**config.mk**
```make
export PLATFORM = sky130hd
export DESIGN_NAME = fio_port
export DESIGN_NICKNAME = d
export VERILOG_FILES = /design/src/logic/fio_pkg.sv /design/src/logic/fio_port.sv /design/src/logic/fio_sync2.sv /design/src/logic/fio_arbiter.sv
export SDC_FILE = /design/constraint.sdc
export NUM_CORES = 1
export LEC_CHECK = 0
export ABC_AREA = 1
export BUFFER_PORTS_ARGS = -buffer_cell sky130_fd_sc_hd__buf_2
export CORE_ASPECT_RATIO = 1.4
export CORE_UTILIZATION = 50
export DETAILED_ROUTE_END_ITERATION = 8
export PLACE_DENSITY_LB_ADDON = 0.2
export REMOVE_ABC_BUFFERS = 1
export SYNTH_ARGS = -nofsm -noshare
export SYNTH_HDL_FRONTEND = slang
export SYNTH_SLANG_ARGS = --single-unit
```
**constraint.sdc**
```tcl
create_clock -name core_clk_in -period 2.5 [get_ports core_clk_in]
set_input_delay 0 -clock core_clk_in [delete_from_list [all_inputs] [get_ports core_clk_in]]
set_output_delay 0 -clock core_clk_in [all_outputs]
set_load 0.01 [all_outputs]
```
**src/logic/fio_pkg.sv**
```systemverilog
// Package with register map, reset values and sizes of the fast I/O port
package fio_pkg;
  localparam int FIO_DATA_W = 32;
  localparam int FIO_ADDR_W = 32;
  // Base address of the first port on the core port, and stride between ports
  localparam logic [31:0] FIO_CORE_BASE = 32'hf800_0000;
  localparam logic [31:0] FIO_PORT_STRIDE = 32'h0000_0040;
  // Register offsets within one port window
  localparam logic [5:0] FIO_OFS_OUTPUT_LEVEL = 6'h00;
  localparam logic [5:0] FIO_OFS_SET = 6'h04;
  localparam logic [5:0] FIO_OFS_CLEAR = 6'h08;
  localparam logic [5:0] FIO_OFS_TOGGLE = 6'h0c;
  localparam logic [5:0] FIO_OFS_INPUT_LEVEL = 6'h10;
  localparam logic [5:0] FIO_OFS_DIRECTION = 6'h14;
  // Reset values
  localparam logic [31:0] FIO_RST_OUTPUT_LEVEL = 32'h0000_0000;
  localparam logic [31:0] FIO_RST_DIRECTION = 32'h0000_0000;
  localparam logic [31:0] FIO_RST_INPUT_LEVEL = 32'h0000_0000;
  localparam logic [31:0] FIO_ZERO_WORD = 32'h0000_0000;
  // Timing: clock period and the single-cycle core access
  localparam int FIO_CLK_PERIOD_PS = 4000;
  localparam int FIO_CORE_ACCESS_PS = 4000;
  localparam int FIO_CORE_ACCESS_CYC = (FIO_CORE_ACCESS_PS + FIO_CLK_PERIOD_PS - 1) / FIO_CLK_PERIOD_PS;
  // Kinds of write that reach the output level register
  typedef enum logic [2:0]
  {
    FIO_WR_NONE = 3'b000,
    FIO_WR_DIRECT = 3'b001,
    FIO_WR_SET = 3'b010,
    FIO_WR_CLEAR = 3'b011,
    FIO_WR_TOGGLE = 3'b100
  } fio_wr_e;
endpackage

```
**src/logic/fio_port.sv**
```systemverilog
// Fast general-purpose I/O port with core-side and DMA-side register access
`timescale 1ns/1ps
`default_nettype none
module fio_port
  import fio_pkg::*;
#(
  parameter int PORT_INDEX = 0,
  parameter logic [31:0] PIN_IMPL_MASK = 32'hffff_ffff
)
(
  // Clock and reset
  input wire logic core_clk_in,
  input wire logic rst_n_in,
  // Single-cycle core port
  input wire logic core_sel_in,
  input wire logic core_write_in,
  input wire logic [31:0] core_addr_in,
  input wire logic [31:0] core_wdata_in,
  output logic [31:0] core_rdata_out,
  // System bus port used by the DMA
  input wire logic dma_sel_in,
  input wire logic dma_write_in,
  input wire logic [31:0] dma_addr_in,
  input wire logic [31:0] dma_wdata_in,
  output logic [31:0] dma_rdata_out,
  output logic dma_ready_out,
  output logic dma_rvalid_out,
  // Mode and port control status
  input wire logic compute_mode_in,
  input wire logic port_ctrl_en_in,
  input wire logic [31:0] pin_digital_in,
  input wire logic [31:0] pin_gpio_in,
  // Pins
  input wire logic [31:0] pin_level_in,
  output logic [31:0] pin_out,
  output logic [31:0] pin_oe_n_out
);
  // ==========================================================
  // Address window and storage
  // Port window in absolute addresses
  localparam logic [31:0] PORT_BASE = FIO_CORE_BASE + FIO_PORT_STRIDE * PORT_INDEX;
  localparam logic [31:0] WIN_MASK = ~(FIO_PORT_STRIDE - 32'h0000_0001);

  logic [31:0] output_level_reg;
  logic [31:0] output_level_next;
  logic [31:0] direction_reg;
  logic [31:0] direction_next;
  logic [31:0] input_level_reg;
  logic [31:0] input_level_next;
  logic [31:0] core_rdata_reg;
  logic [31:0] dma_rdata_reg;
  logic dma_rvalid_reg;
  logic [31:0] pin_sync;

  // Pin levels pass two flip-flops before use
  fio_sync2 #(.WIDTH(FIO_DATA_W)) u_sync
  (
    .core_clk_in(core_clk_in),
    .rst_n_in(rst_n_in),
    .async_in(pin_level_in),
    .sync_out(pin_sync)
  );

  // ==========================================================
  // Access selection
  // Address decode of both masters into this port's window
  wire core_hit = core_sel_in && ((core_addr_in & WIN_MASK) == PORT_BASE);
  wire dma_hit = dma_sel_in && ((dma_addr_in & WIN_MASK) == PORT_BASE);
  wire core_grant;
  wire dma_grant;
  wire dma_stall;

  // Core port wins collisions; compute mode shuts the DMA out
  fio_arbiter u_arb
  (
    .core_sel_in(core_hit),
    .dma_sel_in(dma_hit),
    .compute_mode_in(compute_mode_in),
    .core_grant_out(core_grant),
    .dma_grant_out(dma_grant),
    .dma_stall_out(dma_stall)
  );

  // Selected access that reaches the registers this cycle
  wire acc_write = core_grant ? core_write_in : dma_write_in;
  wire [5:0] acc_ofs = core_grant ? core_addr_in[5:0] : dma_addr_in[5:0];
  wire [31:0] acc_wdata = core_grant ? core_wdata_in : dma_wdata_in;
  wire acc_valid = core_grant || dma_grant;
  wire acc_wr = acc_valid && acc_write;
  wire acc_rd = acc_valid && !acc_write;

  // ==========================================================
  // Register updates
  // Write kind decode
  wire wr_direct = acc_wr && (acc_ofs == FIO_OFS_OUTPUT_LEVEL);
  wire wr_set = acc_wr && (acc_ofs == FIO_OFS_SET);
  wire wr_clear = acc_wr && (acc_ofs == FIO_OFS_CLEAR);
  wire wr_toggle = acc_wr && (acc_ofs == FIO_OFS_TOGGLE);
  wire wr_dir = acc_wr && (acc_ofs == FIO_OFS_DIRECTION);
  fio_wr_e wr_kind;

  always_comb
  begin
    wr_kind = FIO_WR_NONE;
    if (wr_direct)
      wr_kind = FIO_WR_DIRECT;
    else if (wr_set)
      wr_kind = FIO_WR_SET;
    else if (wr_clear)
      wr_kind = FIO_WR_CLEAR;
    else if (wr_toggle)
      wr_kind = FIO_WR_TOGGLE;
  end

  // Next output level; unwritten bits hold, any number of bits may change
  always_comb
  begin
    output_level_next = output_level_reg;
    unique case (wr_kind)
      FIO_WR_NONE: output_level_next = output_level_reg;
      FIO_WR_DIRECT: output_level_next = acc_wdata;
      FIO_WR_SET: output_level_next = output_level_reg | acc_wdata;
      FIO_WR_CLEAR: output_level_next = output_level_reg & ~acc_wdata;
      FIO_WR_TOGGLE: output_level_next = output_level_reg ^ acc_wdata;
      default: output_level_next = output_level_reg;
    endcase
  end

  // Direction and output writes ignore the port control enable
  assign direction_next = wr_dir ? acc_wdata : direction_reg;

  // Input level refresh: frozen when port control is off or in compute mode
  wire input_refresh = port_ctrl_en_in && !compute_mode_in;
  assign input_level_next = input_refresh ? (pin_sync & pin_digital_in & PIN_IMPL_MASK)
                                          : input_level_reg;

  // ==========================================================
  // Read path
  // Read data mux; strobe registers and unmapped offsets read zero
  logic [31:0] rd_mux;
  always_comb
  begin
    rd_mux = FIO_ZERO_WORD;
    if (acc_ofs == FIO_OFS_OUTPUT_LEVEL)
      rd_mux = output_level_reg & PIN_IMPL_MASK;
    else if (acc_ofs == FIO_OFS_INPUT_LEVEL)
      rd_mux = input_level_reg;
    else if (acc_ofs == FIO_OFS_DIRECTION)
      rd_mux = direction_reg & PIN_IMPL_MASK;
  end

  // State registers
  always_ff @(posedge core_clk_in)
  begin
    if (!rst_n_in)
    begin
      output_level_reg <= FIO_RST_OUTPUT_LEVEL;
      direction_reg <= FIO_RST_DIRECTION;
      input_level_reg <= FIO_RST_INPUT_LEVEL;
    end
    else
    begin
      output_level_reg <= output_level_next;
      direction_reg <= direction_next;
      input_level_reg <= input_level_next;
    end
  end

  // Read data registers for both masters
  always_ff @(posedge core_clk_in)
  begin
    if (!rst_n_in)
    begin
      core_rdata_reg <= FIO_ZERO_WORD;
      dma_rdata_reg <= FIO_ZERO_WORD;
      dma_rvalid_reg <= 1'b0;
    end
    else
    begin
      core_rdata_reg <= (core_grant && acc_rd) ? rd_mux : FIO_ZERO_WORD;
      dma_rdata_reg <= (dma_grant && acc_rd) ? rd_mux : dma_rdata_reg;
      dma_rvalid_reg <= dma_grant && acc_rd;
    end
  end

  assign core_rdata_out = core_rdata_reg;
  assign dma_rdata_out = dma_rdata_reg;
  assign dma_rvalid_out = dma_rvalid_reg;
  assign dma_ready_out = !dma_stall;

  // ==========================================================
  // Pin drive
  // Pin drive: GPIO pins with direction one drive output level, low-active enable
  wire [31:0] drive_en = direction_reg & pin_gpio_in & PIN_IMPL_MASK;
  assign pin_out = output_level_reg & drive_en;
  assign pin_oe_n_out = ~drive_en;

  // ==========================================================
  // Assertions
  logic past_valid_reg;
  always_ff @(posedge core_clk_in)
  begin
    if (!rst_n_in)
      past_valid_reg <= 1'b0;
    else
      past_valid_reg <= 1'b1;
  end

  // Output level and direction updates
  a_reset_values: assert property (@(posedge core_clk_in) disable iff (!rst_n_in)
    !past_valid_reg |-> output_level_reg == FIO_RST_OUTPUT_LEVEL && direction_reg == FIO_RST_DIRECTION
    && input_level_reg == FIO_RST_INPUT_LEVEL)
    else $error("register not at reset value");
  a_direct_write: assert property (@(posedge core_clk_in) disable iff (!rst_n_in)
    wr_direct |=> output_level_reg == $past(acc_wdata))
    else $error("direct write wrong");
  a_set_bits: assert property (@(posedge core_clk_in) disable iff (!rst_n_in)
    wr_set |=> output_level_reg == ($past(output_level_reg) | $past(acc_wdata)))
    else $error("set write wrong");
  a_clear_bits: assert property (@(posedge core_clk_in) disable iff (!rst_n_in)
    wr_clear |=> output_level_reg == ($past(output_level_reg) & ~$past(acc_wdata)))
    else $error("clear write wrong");
  a_toggle_bits: assert property (@(posedge core_clk_in) disable iff (!rst_n_in)
    wr_toggle |=> output_level_reg == ($past(output_level_reg) ^ $past(acc_wdata)))
    else $error("toggle write wrong");
  a_strobe_keeps: assert property (@(posedge core_clk_in) disable iff (!rst_n_in)
    (wr_set || wr_clear || wr_toggle)
    |=> ((output_level_reg ^ $past(output_level_reg)) & ~$past(acc_wdata)) == FIO_ZERO_WORD)
    else $error("unwritten output bit changed");
  a_hold_idle: assert property (@(posedge core_clk_in) disable iff (!rst_n_in)
    !acc_wr |=> $stable(output_level_reg) && $stable(direction_reg))
    else $error("registers changed without write");
  a_writes_unlocked: assert property (@(posedge core_clk_in) disable iff (!rst_n_in)
    !port_ctrl_en_in && wr_dir |=> direction_reg == $past(acc_wdata))
    else $error("direction write lost while port control off");

  // Address windows and core port
  a_core_hit_base: assert property (@(posedge core_clk_in) disable iff (!rst_n_in)
    core_sel_in && core_addr_in[31:6] == PORT_BASE[31:6] |-> core_grant)
    else $error("core access to window not granted");
  a_window_only: assert property (@(posedge core_clk_in) disable iff (!rst_n_in)
    core_sel_in && core_addr_in[31:6] != PORT_BASE[31:6] && !dma_grant |=> $stable(direction_reg))
    else $error("access outside window changed direction");
  a_other_port: assert property (@(posedge core_clk_in) disable iff (!rst_n_in)
    core_sel_in && core_write_in && core_addr_in[31:6] != PORT_BASE[31:6] && !dma_grant
    |=> $stable(output_level_reg))
    else $error("write to another port changed output level");
  a_core_write_now: assert property (@(posedge core_clk_in) disable iff (!rst_n_in)
    core_hit && core_write_in && core_addr_in[5:0] == FIO_OFS_DIRECTION
    |=> direction_reg == $past(core_wdata_in))
    else $error("core write not in one cycle");
  a_core_read: assert property (@(posedge core_clk_in) disable iff (!rst_n_in)
    (core_hit && !core_write_in && core_addr_in[5:0] == FIO_OFS_DIRECTION)
    |=> core_rdata_out == ($past(direction_reg) & PIN_IMPL_MASK))
    else $error("core read not one cycle");
  a_rdata_idle: assert property (@(posedge core_clk_in) disable iff (!rst_n_in)
    !(core_grant && acc_rd) |=> core_rdata_out == FIO_ZERO_WORD)
    else $error("core read data without read");
  a_output_read: assert property (@(posedge core_clk_in) disable iff (!rst_n_in)
    core_hit && !core_write_in && core_addr_in[5:0] == FIO_OFS_OUTPUT_LEVEL
    |=> core_rdata_out == ($past(output_level_reg) & PIN_IMPL_MASK))
    else $error("output level read wrong");
  a_input_read: assert property (@(posedge core_clk_in) disable iff (!rst_n_in)
    core_hit && !core_write_in && core_addr_in[5:0] == FIO_OFS_INPUT_LEVEL
    |=> core_rdata_out == $past(input_level_reg))
    else $error("input level read wrong");
  a_strobe_reads_zero: assert property (@(posedge core_clk_in) disable iff (!rst_n_in)
    core_grant && acc_rd && (acc_ofs == FIO_OFS_SET || acc_ofs == FIO_OFS_CLEAR || acc_ofs == FIO_OFS_TOGGLE)
    |=> core_rdata_out == FIO_ZERO_WORD)
    else $error("strobe read not zero");

  // Input sampling
  a_input_sampled: assert property (@(posedge core_clk_in) disable iff (!rst_n_in)
    port_ctrl_en_in && !compute_mode_in
    |=> input_level_reg == ($past(pin_sync) & $past(pin_digital_in) & PIN_IMPL_MASK))
    else $error("input level not sampled");
  a_input_frozen: assert property (@(posedge core_clk_in) disable iff (!rst_n_in)
    (!port_ctrl_en_in || compute_mode_in) |=> $stable(input_level_reg))
    else $error("input level updated while frozen");
  a_compute_frozen: assert property (@(posedge core_clk_in) disable iff (!rst_n_in)
    compute_mode_in |=> $stable(input_level_reg))
    else $error("input level updated in compute mode");
  a_input_masked: assert property (@(posedge core_clk_in) disable iff (!rst_n_in)
    past_valid_reg |-> (input_level_reg & ~PIN_IMPL_MASK) == FIO_ZERO_WORD)
    else $error("unimplemented input bit set");

  // Pin drive
  a_pin_drive: assert property (@(posedge core_clk_in) disable iff (!rst_n_in)
    (pin_out & ~(direction_reg & pin_gpio_in)) == FIO_ZERO_WORD
    && (~pin_oe_n_out & ~direction_reg) == FIO_ZERO_WORD)
    else $error("input pin driven");
  a_drive_level: assert property (@(posedge core_clk_in) disable iff (!rst_n_in)
    ((pin_out ^ output_level_reg) & ~pin_oe_n_out) == FIO_ZERO_WORD
    && (~pin_oe_n_out ^ (direction_reg & pin_gpio_in & PIN_IMPL_MASK)) == FIO_ZERO_WORD)
    else $error("driven pin level wrong");
  a_unimpl_pins: assert property (@(posedge core_clk_in) disable iff (!rst_n_in)
    (~pin_oe_n_out & ~PIN_IMPL_MASK) == FIO_ZERO_WORD)
    else $error("unimplemented pin driven");

  // Arbitration between core port and DMA
  a_dma_stall: assert property (@(posedge core_clk_in) disable iff (!rst_n_in)
    (dma_hit && core_hit) |-> !dma_ready_out && !dma_grant)
    else $error("dma not stalled on collision");
  a_dma_alone: assert property (@(posedge core_clk_in) disable iff (!rst_n_in)
    dma_hit && !core_hit && !compute_mode_in |-> dma_ready_out)
    else $error("dma stalled without reason");
  a_dma_read_data: assert property (@(posedge core_clk_in) disable iff (!rst_n_in)
    dma_grant && !dma_write_in && dma_addr_in[5:0] == FIO_OFS_DIRECTION
    |=> dma_rvalid_out && dma_rdata_out == ($past(direction_reg) & PIN_IMPL_MASK))
    else $error("dma read data wrong");
  a_compute_dma: assert property (@(posedge core_clk_in) disable iff (!rst_n_in)
    (dma_hit && compute_mode_in) |-> !dma_grant ##1 !dma_rvalid_out)
    else $error("dma access in compute mode");
  a_rvalid_pulse: assert property (@(posedge core_clk_in) disable iff (!rst_n_in)
    !(dma_grant && acc_rd) |=> !dma_rvalid_out)
    else $error("dma read valid without read");

  // Coverage of the main scenarios
  c_set_write: cover property (@(posedge core_clk_in) disable iff (!rst_n_in) wr_set && core_grant);
  c_collision: cover property (@(posedge core_clk_in) disable iff (!rst_n_in) dma_hit && core_hit);
  c_dma_read: cover property (@(posedge core_clk_in) disable iff (!rst_n_in) dma_rvalid_out);
  c_frozen: cover property (@(posedge core_clk_in) disable iff (!rst_n_in) compute_mode_in && core_grant);
  c_dma_write: cover property (@(posedge core_clk_in) disable iff (!rst_n_in) dma_grant && acc_wr);
endmodule
`default_nettype wire

```
**src/logic/fio_sync2.sv**
```systemverilog
// Two-stage synchroniser for a vector of pin levels
`timescale 1ns/1ps
`default_nettype none
module fio_sync2
  import fio_pkg::*;
#(
  parameter int WIDTH = 32
)
(
  // Clock and reset
  input wire logic core_clk_in,
  input wire logic rst_n_in,
  // Asynchronous levels in, synchronised levels out
  input wire logic [WIDTH-1:0] async_in,
  output logic [WIDTH-1:0] sync_out
);
  logic [WIDTH-1:0] stage1_reg;
  logic [WIDTH-1:0] stage2_reg;

  // First stage feeds only the second stage
  always_ff @(posedge core_clk_in)
  begin
    if (!rst_n_in)
    begin
      stage1_reg <= '0;
      stage2_reg <= '0;
    end
    else
    begin
      stage1_reg <= async_in;
      stage2_reg <= stage1_reg;
    end
  end

  assign sync_out = stage2_reg;
endmodule
`default_nettype wire

```
**src/logic/fio_arbiter.sv**
```systemverilog
// Arbiter that lets the core port win and stalls the DMA access
`timescale 1ns/1ps
`default_nettype none
module fio_arbiter
  import fio_pkg::*;
(
  // Requests from the two masters
  input wire logic core_sel_in,
  input wire logic dma_sel_in,
  input wire logic compute_mode_in,
  // Grants and stall
  output logic core_grant_out,
  output logic dma_grant_out,
  output logic dma_stall_out
);
  // Core port always wins; DMA waits on collisions and during compute mode
  assign core_grant_out = core_sel_in;
  assign dma_grant_out = dma_sel_in && !core_sel_in && !compute_mode_in;
  assign dma_stall_out = dma_sel_in && (core_sel_in || compute_mode_in);
endmodule
`default_nettype wire

```
### After elaboration in Yosys (flattened, before gate mapping)

Cells that the tools add are included.

| cells by class | value |
|---|---|
| add/subtract/negate cells | 0 |
| $mul | 0 |
| divide/modulo/power cells | 0 |
| $lt $le $gt $ge | 0 |
| eq/ne operators | 11 |
| shift operators | 0 |
| mux-type cells | 11 |
| bitwise operators | 8 |
| reductions and logical operators | 24 |

Operator list:

| cell | count |
|---|---|
| $and 32x32->32 | 4 |
| $mux 32 | 4 |
| $pmux 32 s4 | 1 |
| $not 32->32 | 2 |
| $eq 26x26->1 const B | 2 |
| $or 32x32->32 | 1 |
| $xor 32x32->32 | 1 |
| $logic_and 1x1->1 | 15 |
| $eq 6x4->1 const B | 2 |
| $eq 6x5->1 const B | 2 |
| $mux 3 | 4 |
| $eq 3x2->1 const B | 2 |
| $eq 6x3->1 const B | 1 |
| $logic_not 6->1 | 1 |
| $mux 6 | 1 |
| $logic_not 1->1 | 4 |
| $reduce_bool 4->1 | 1 |
| $eq 3x1->1 const B | 1 |
| $eq 3x3->1 const B | 1 |
| $logic_or 1x1->1 | 2 |
| $reduce_and 2->1 | 1 |
| $mux 1 | 1 |

| storage, ports and cells | value |
|---|---|
| register bits after elaboration | 225 |
| bits in latches | 0 |
| memory bits (writable) | 0 |
| memory bits (read-only) | 0 |
| output and inout port bits | 130 |
| word-level logic and storage cells | 62 |
| memories | 0 |

### Longest topological paths before layout

Gate-level depths: netlist of the first run.

| logic depth | value |
|---|---|
| depth after elaboration | 14 |
| depth in mapped cells | 16 |

### By module

A second synthesis of the first run with hierarchy kept.

| unflattened totals | value |
|---|---|
| cell total of the unflattened synthesis | 1533 |
| area, all modules | 11013.1 sq um |

Modules (own cells, without submodules):

| module | times used | cells each | area each (sq um) | seq. area each (sq um) |
|---|---|---|---|---|
| fio_port | 1 | 1327 | 9140.0 | 3223.1 |
| fio_sync2 | 1 | 199 | 1840.5 | 1281.2 |
| fio_arbiter | 1 | 7 | 32.5 | 0.0 |

### Least setup slack after synthesis of the first run

Ideal clock, no wire load.

| timing | value |
|---|---|
| path kind | input to register |
| from | input port core_addr_in[9] |
| to | register output_level_reg[3] |
| arrival | 1.780 ns |
| slack | 0.588 ns |
| stages | 15 |
| cell sequence | inv_1 > nand2_1 > nor2_1 > nand3_4 > nor2_8 > buf_2 > buf_1 > o21a_1 > ha_1 > inv_1 > nor2_1 > nor2_1 > nand3_1 > nand2_1 > a21oi_1 |

| on the way | value |
|---|---|
| cells in the longest elaborated chain, start to end | 14 |
| elaborated cells on any way between the ends | 32 |
| those cells by class | eq/ne (8); mux (8); bitwise (4); reduce/logical (12) |

RTL lines:

| element | line | source |
|---|---|---|
| start, declared | fio_port.sv:17 | `input wire logic [31:0] core_addr_in,` |
| $eq 26x26->1 * | fio_port.sv:67 | `wire core_hit = core_sel_in && ((core_addr_in & WIN_MASK) == PORT_BASE);` |
| $logic_and 1x1->1 * | fio_port.sv:67 |  |
| branches (longest 12 deep; another with $pmux 32 s4) | n/a |  |
| end signal, assigned | fio_port.sv:163 | `output_level_reg <= output_level_next;` |
| end, declared | fio_port.sv:44 | `logic [31:0] output_level_reg;` |

Mark *: on every way between the ends.
A chain may end at the register's enable or synchronous reset.

### Final worst setup path of the first run

| timing | value |
|---|---|
| from | input port core_addr_in[26] |
| to | register output_level_reg[4] |

Same word-level chain as after synthesis.

==> results of run 1 <==
[timing repair]
action                    4_1_cts  5_1_grt
hold buffers                   79        0
gates resized for setup         0        0
hold endpoints to repair       83        0
[power breakdown]
part | total, mW | internal [mW] | switching (mW)
Clock | 3.29 | 1.85 | 1.43
Combinational | 0.644 | 0.317 | 0.327
Sequential | 3.65 | 3.64 | 0.0152
Total | 7.58 | 5.81 | 1.77
[kinds of logic (layout without fill, tap and decap cells)]
group / after synthesis / after routing
AO/OA/AOI/OAI: 231 / 231
adder cells (fa/ha/maj): 64 / 64
buffers and inverters: 361 / 786
flip-flops: 225 / 225
other: 0 / 2
AND/OR/NAND/NOR: 781 / 781
[stage by stage]
step | TNS [ns] | power (mW) | hold WS, ns | setup WS [ns] | instance area [sq um]
after global routing | 0 | 7.828 | 0.05891 | 0.1427 | 14960
after global placement | 0 | 4.259 | 0.1794 | 0.07509 | 13450
after CTS | 0 | 7.628 | 0.002186 | 0.4643 | 14950
after detailed placement | -0.3428 | 4.272 | 0.1858 | -0.04628 | 13450
after floorplan | -67.89 | 3.952 | 0.08244 | -1.001 | 10930
final | 0 | 7.582 | 0.01253 | 0.4517 | 14960
[cell type report]
cell class / instances / area, sq um / share of cell area, %
tap: 297 / 371.6 / 2.485
antenna: 2 / 5.005 / 0.03346
multi-input combinational: 1076 / 5416 / 36.22
clock buffer: 29 / 618.1 / 4.133
clock inverter: 10 / 87.58 / 0.5856
inverter: 277 / 1040 / 6.952
timing repair buffer: 470 / 2913 / 19.48
sequential: 225 / 4504 / 30.12
[cell usage after synthesis]
| cell type | instances | area [sq um] |
|---|---|---|
| a21oi_1 | 129 | 645.6 |
| and2_1 | 2 | 12.51 |
| buf_1 | 6 | 22.52 |
| buf_2 | 24 | 120.1 |
| buf_4 | 7 | 52.55 |
| buf_6 | 1 | 11.26 |
| clkbuf_1 | 46 | 172.7 |
| dfxtp_1 | 225 | 4504 |
| ha_1 | 64 | 800.8 |
| inv_1 | 275 | 1032 |
| inv_2 | 2 | 7.510 |
| nand2_1 | 395 | 1483 |
| nand2_2 | 6 | 37.54 |
| nand2_4 | 1 | 11.26 |
| nand3_1 | 149 | 745.7 |
| nand3_2 | 1 | 10.01 |
| nand3_4 | 2 | 35.03 |
| nand3b_1 | 16 | 120.1 |
| nand4_1 | 2 | 12.51 |
| nand4_4 | 1 | 21.27 |
| nor2_1 | 195 | 732.0 |
| nor2_2 | 4 | 25.02 |
| nor2_4 | 1 | 11.26 |
| nor2_8 | 1 | 20.02 |
| nor3_1 | 1 | 5.000 |
| nor3_2 | 1 | 10.01 |
| nor3_4 | 2 | 32.53 |
| nor4_1 | 1 | 6.260 |
| o21a_1 | 32 | 240.2 |
| o21ai_0 | 55 | 275.3 |
| o21ai_1 | 11 | 55.05 |
| o21bai_1 | 3 | 22.52 |
| o21bai_2 | 1 | 11.26 |
[routing by layer]
| layer | wire length (um) | track usage (%) | up-vias |
|---|---|---|---|
| met1 | 13940 | 33.47 | 5313 |
| met3 | 2043 | 4.018 | 79 |
| li1 | - | - | 5941 |
| met2 | 17710 | 56.17 | 425 |
| met5 | 13 | 0 | - |
| met4 | 1099 | 11.06 | 2 |
[worst max path at each step]
stage,start,to,slack (ns),cells past startpoint
6_report,core_addr_in[26],output_level_reg[4],0.45,15
3_3_place_gp,core_addr_in[26],output_level_reg[24],0.08,15
3_5_place_dp,core_addr_in[26],output_level_reg[4],-0.05,15
4_1_cts,core_addr_in[26],output_level_reg[4],0.46,15
5_1_grt,core_addr_in[25],output_level_reg[20],0.14,15
2_1_floorplan,core_addr_in[9],output_level_reg[0],-1.00,13
[worst max-delay path, delay by kind of cell]
kind / cells / cell delay, ns
buffers and inverters: 4 / 0.81
and+or+nand+nor: 8 / 1.16
AOI/OAI and AO/OA: 3 / 0.49
[layout by cell type (no fill, tap or decap), types with 11 or more instances in the layout]
cell           count
nand3_1          149
ha_1              64
buf_2            360
dlygate4sd3_1     79
nand3b_1          16
o21a_1            32
inv_1            273
o21ai_0           55
a21oi_1          129
nand2_1          393
buf_4             24
o21ai_1           11
nor2_1           194
dfxtp_1          225
clkbuf_16         23
==> flow_summary.yaml, run 1 <==
synthesis:
  synth_cell_types: 33
  synth_compound_area_share_pct: 11.06
  synth-simple-area-share_pct: 29.46
  syn_inst: 1662
  synthAdderAreaFrac_pct: 7.084
  synthXorXnorAreaFrac_pct: 0
  yosysSeqAreaShare_pct: 39.85
  synth_mux_area_share_pct: 0
  netlist_area_sq_mm: 0.01130
  synth-seq-cells: 225
  syn_area_per_cell_sq_um: 6.802
  ys_warn_count: 0
  synth_top_family_by_area: "simple AND/OR/NAND/NOR gates"
worst_setup_path:
  worst_r2r_path_depth: 8
  cp_slowest_stage_delay_ns: 0.39
  crit_top_cell: "nand2_1"
  arrival_ns: 2.47
  r2r_setup_slack_ns: 1.13
  critPathRequiredTime_ns: 2.93
  timing.rr.start: "output_level_reg[0]"
  r2r_end: "output_level_reg[0]"
  cp-start-kind: "input port"
  path_class: "in2reg"
  endpoint_kind: "register"
  cpMaxStageDelayCell: "buf_4"
  cp_cell_sequence: "buf_2, inv_1, nand2_1, nor2_1, nand3_4, nor2_8, buf_4, o21bai_2, nand2_1, nor2_4, nand2_2, buf_12, a21oi_1, nand2_1, a21oi_1"
  path_max_fanout: 39
die:
  die_w_um: 129.1
  start_util_pct: 51.34
  ios: 362
  core-area_sq_mm: 0.02202
  die-height_um: 179.9
  row_count: 64
  die_area_sq_mm: 0.02322
place:
  portBuffers: 361
  routabilityCongestion: 0.8884
  dp_cells: 2266
  dp_hpwl_um: 22940
route:
  drtAntennaViolNets: 0
  first_pass_iters: 7
  avgViaCountPerCell: 4.929
  wl_um: 34810
  via_count: 11760
  drtIter0Drc: 627
  drc: 0
  wl_per_cell_um: 14.59
run_status:
  outcome: "complete, no violations"
cts:
  cts-root-buf: "clkbuf_16"
  htreeDepth: 1
  clockBufferDepth: 3
  clock-sinks: 225
  clk_latency_ns: 0.51
  cts_tree: "built"
  postCtsSetupRepairBufs: 0
  clk_pin_slew_ns: 0.06
  cts_buffers: 22
worst_hold_path:
  min_path_type: "in2reg"
  holdPathStages: 6
  hp-start: "core_wdata_in[25]"
  hold_path_end: "direction_reg[25]"
timing:
  rsz0062_at_grt: "no"
  final-max-slew-violation-count: 0
  skew_ns: 0.01167
  tightest_slew_ns: 0.9394
  setup_viol: 0
  max_freq_ghz: 0.4882
  timing.final.crit_share_pct: 81.93
  min_period_ns: 2.048
  hold_viol: 0
  relSlewSlack_pct: 37.22
global_routing:
  antenna_found_initial: 3
  grt_overflow: 0
  first_global_vias: 11390
  grt_first_pass_wirelength_um: 55200
  grt_max_degree: 87
  grt_usage_pct: 29.89
power:
  vdd_drop_max_uv: 576.7
  power.leakage_nw: 7.564
  power_density_mw_per_mm2: 507.0
final_layout:
  drive_gt1_share_pct: 21.80
  utilization_pct: 67.91
  fin_nets: 2368
  syn2layout_area_growth_pct: 32.30
  final_cells: 2386
  fillers: 1902
flow_run:
  drv_cap: 0
No activity file was read; power rests on OpenSTA's default activity.
==> inputs of run 2 (changes only) <==
==> constraint.sdc (replaced) <==
create_clock -name core_clk_in -period 2 [get_ports core_clk_in]
set_input_delay 0 -clock core_clk_in [delete_from_list [all_inputs] [get_ports core_clk_in]]
set_output_delay 0 -clock core_clk_in [all_outputs]
set_load 0.01 [all_outputs]
==> flow_summary.yaml, run 2 (synthesis results as in run 1) <==
run_status:
  outcome: "complete, no violations"
power:
  internal_power_mw: 7.316
  power_frac_clock_pct: 43.4
  power.leakage_nw: 7.756
  power_density_mw_per_mm2: 625.0
  power_frac_comb_pct: 8.7
  vdd_drop_max_uv: 674.6
  power_frac_seq_pct: 47.9
  p_total_mw: 9.527
  switching_power_mw: 2.211
  swShare_pct: 23.21
place:
  routabilityCongestion: 0.8695
  portBuffers: 361
  place_ws_ns: -0.3399
  placed_cell_area_sq_mm: 0.01385
  dp_hpwl_um: 23540
final_layout:
  multiInputGateArea_sq_mm: 0.005416
  syn2layout_area_growth_pct: 34.84
  layout_commonest_cell: "nand2_1"
  fillers: 1895
  utilization_pct: 69.22
  fin_nets: 2392
  mostFrequentLayoutCells: "393 x nand2_1, 360 x buf_2, 273 x inv_1, 225 x dfxtp_1, 194 x nor2_1"
  n_antenna_cell: 0
  drive_gt1_share_pct: 23.25
  ff_latch_area_sq_mm: 0.004504
  design_area_sq_mm: 0.01524
timing:
  max_freq_ghz: 0.5748
  whs_ns: 0.01537
  rsz0062_at_grt: "no"
  relSlewSlack_pct: 36.82
  min_period_ns: 1.740
  setup_ws_ns: 0.2602
  skew_ns: 0.02105
  final-max-slew-violation-count: 0
  setup_viol: 0
  hold_viol: 0
  tightest_slew_ns: 0.9454
  timing.final.crit_share_pct: 86.99
die:
  ios: 362
  start_util_pct: 51.34
  core-area_sq_mm: 0.02202
  die_area_sq_mm: 0.02322
  row_count: 64
  die-height_um: 179.9
  die_w_um: 129.1
route:
  via_count: 11930
  wl_per_cell_um: 14.38
  drtAntennaViolNets: 0
  avgViaCountPerCell: 4.950
  drc: 0
  first_pass_iters: 5
  drtIter0Drc: 704
  wl_um: 34650
cts:
  clk_latency_ns: 0.52
  cts-root-buf: "clkbuf_16"
  postCtsSetupRepairBufs: 0
  clock-sinks: 225
  clk_pin_slew_ns: 0.06
  cts_tree: "built"
  clockBufferDepth: 3
  cts_buffers: 22
  htreeDepth: 1
worst_hold_path:
  min_path_type: "in2reg"
worst_setup_path:
  path_class: "in2reg"
  cp-start-kind: "input port"
  critPathRequiredTime_ns: 2.43
  endpoint_kind: "register"
  arrival_ns: 2.17
  path_max_fanout: 31
global_routing:
  first_global_vias: 11390
  grt_first_pass_wirelength_um: 55210
  antenna_found_initial: 1
  grt_overflow: 0
  grt_usage_pct: 29.78
  grt_max_degree: 129
flow_run:
  drv_cap: 0
[run 2: changes by cell type in the layout (fill, tap and decap cells not counted), moves of 2 or more]
cell | previous run | this run
buf_4 | 24 | 49
dlygate4sd3_1 | 79 | 67
diode_2 | 2 | 0
buf_12 | 7 | 17
clkbuf_8 | 2 | 5
[run 2: layout make-up]
| cell class | count | share of cell area [%] |
|---|---|---|
| clock buffer | 32 | 4.186 |
| clock inverter | 8 | 0.5335 |
| inverter | 277 | 6.821 |
| multi-input combinational | 1076 | 35.53 |
| sequential | 225 | 29.55 |
| tap | 297 | 2.438 |
| timing repair buffer | 494 | 20.94 |
[run 2: worst max-delay path, stage by stage]
cell	delay, ns
buf_2	0.10
inv_1	0.07
nand2_1	0.05
nor2_1	0.16
nand3_4	0.13
nor2_8	0.17
buf_6	0.26
o21bai_2	0.18
nand2_1	0.10
nor2_4	0.18
buf_4	0.34
nand3_1	0.13
nand3_1	0.11
nand2_1	0.06
a21oi_1	0.11
[run 2: path summary, 6_finish.rpt]
check	endpoint	cells after the start	from	slack, ns
max reg2reg	output_level_reg[3]	8	output_level_reg[3]	0.65
min reg2reg	u_sync.sync_out[0]	2	u_sync.stage1_reg[0]	0.41
max	output_level_reg[31]	15	core_addr_in[26]	0.26
min	direction_reg[15]	6	core_wdata_in[15]	0.02
[run 2: power by group through the flow]
stage | Combinational, mW | Clock [mW] | Sequential [mW]
2_1_floorplan | 0.279 | 0 | 4.66
3_3_place_gp | 0.699 | 0 | 4.66
3_5_place_dp | 0.715 | 0 | 4.67
4_1_cts | 0.824 | 4.18 | 4.56
5_1_grt | 0.919 | 4.36 | 4.57
6_report | 0.827 | 4.13 | 4.57
[run 2: through the flow]
| stage | cells | TNS (ns) |
|---|---|---|
| 6_report | 2409 | 0 |
| 5_1_grt | 2409 | 0 |
| 4_1_cts | 2409 | 0 |
| 3_5_place_dp | 2302 | -19.47 |
| 3_3_place_gp | 2302 | -12.12 |
| 2_1_floorplan | 1578 | -135.87 |
[run 2: routing by layer]
| layer | GRT usage, % | share of wire [%] |
|---|---|---|
| met5 | 0 | 0.038 |
| met4 | 11.48 | 3.3 |
| met3 | 3.423 | 5.4 |
| met2 | 55.63 | 51 |
| met1 | 33.82 | 40 |
[run 2: what timing repair did]
action | in CTS | in global routing
hold buffers | 67 | 0
endpoints found under the setup margin | 0 | 16
endpoints found under the hold margin | 97 | 0
gates resized for setup | 0 | 1
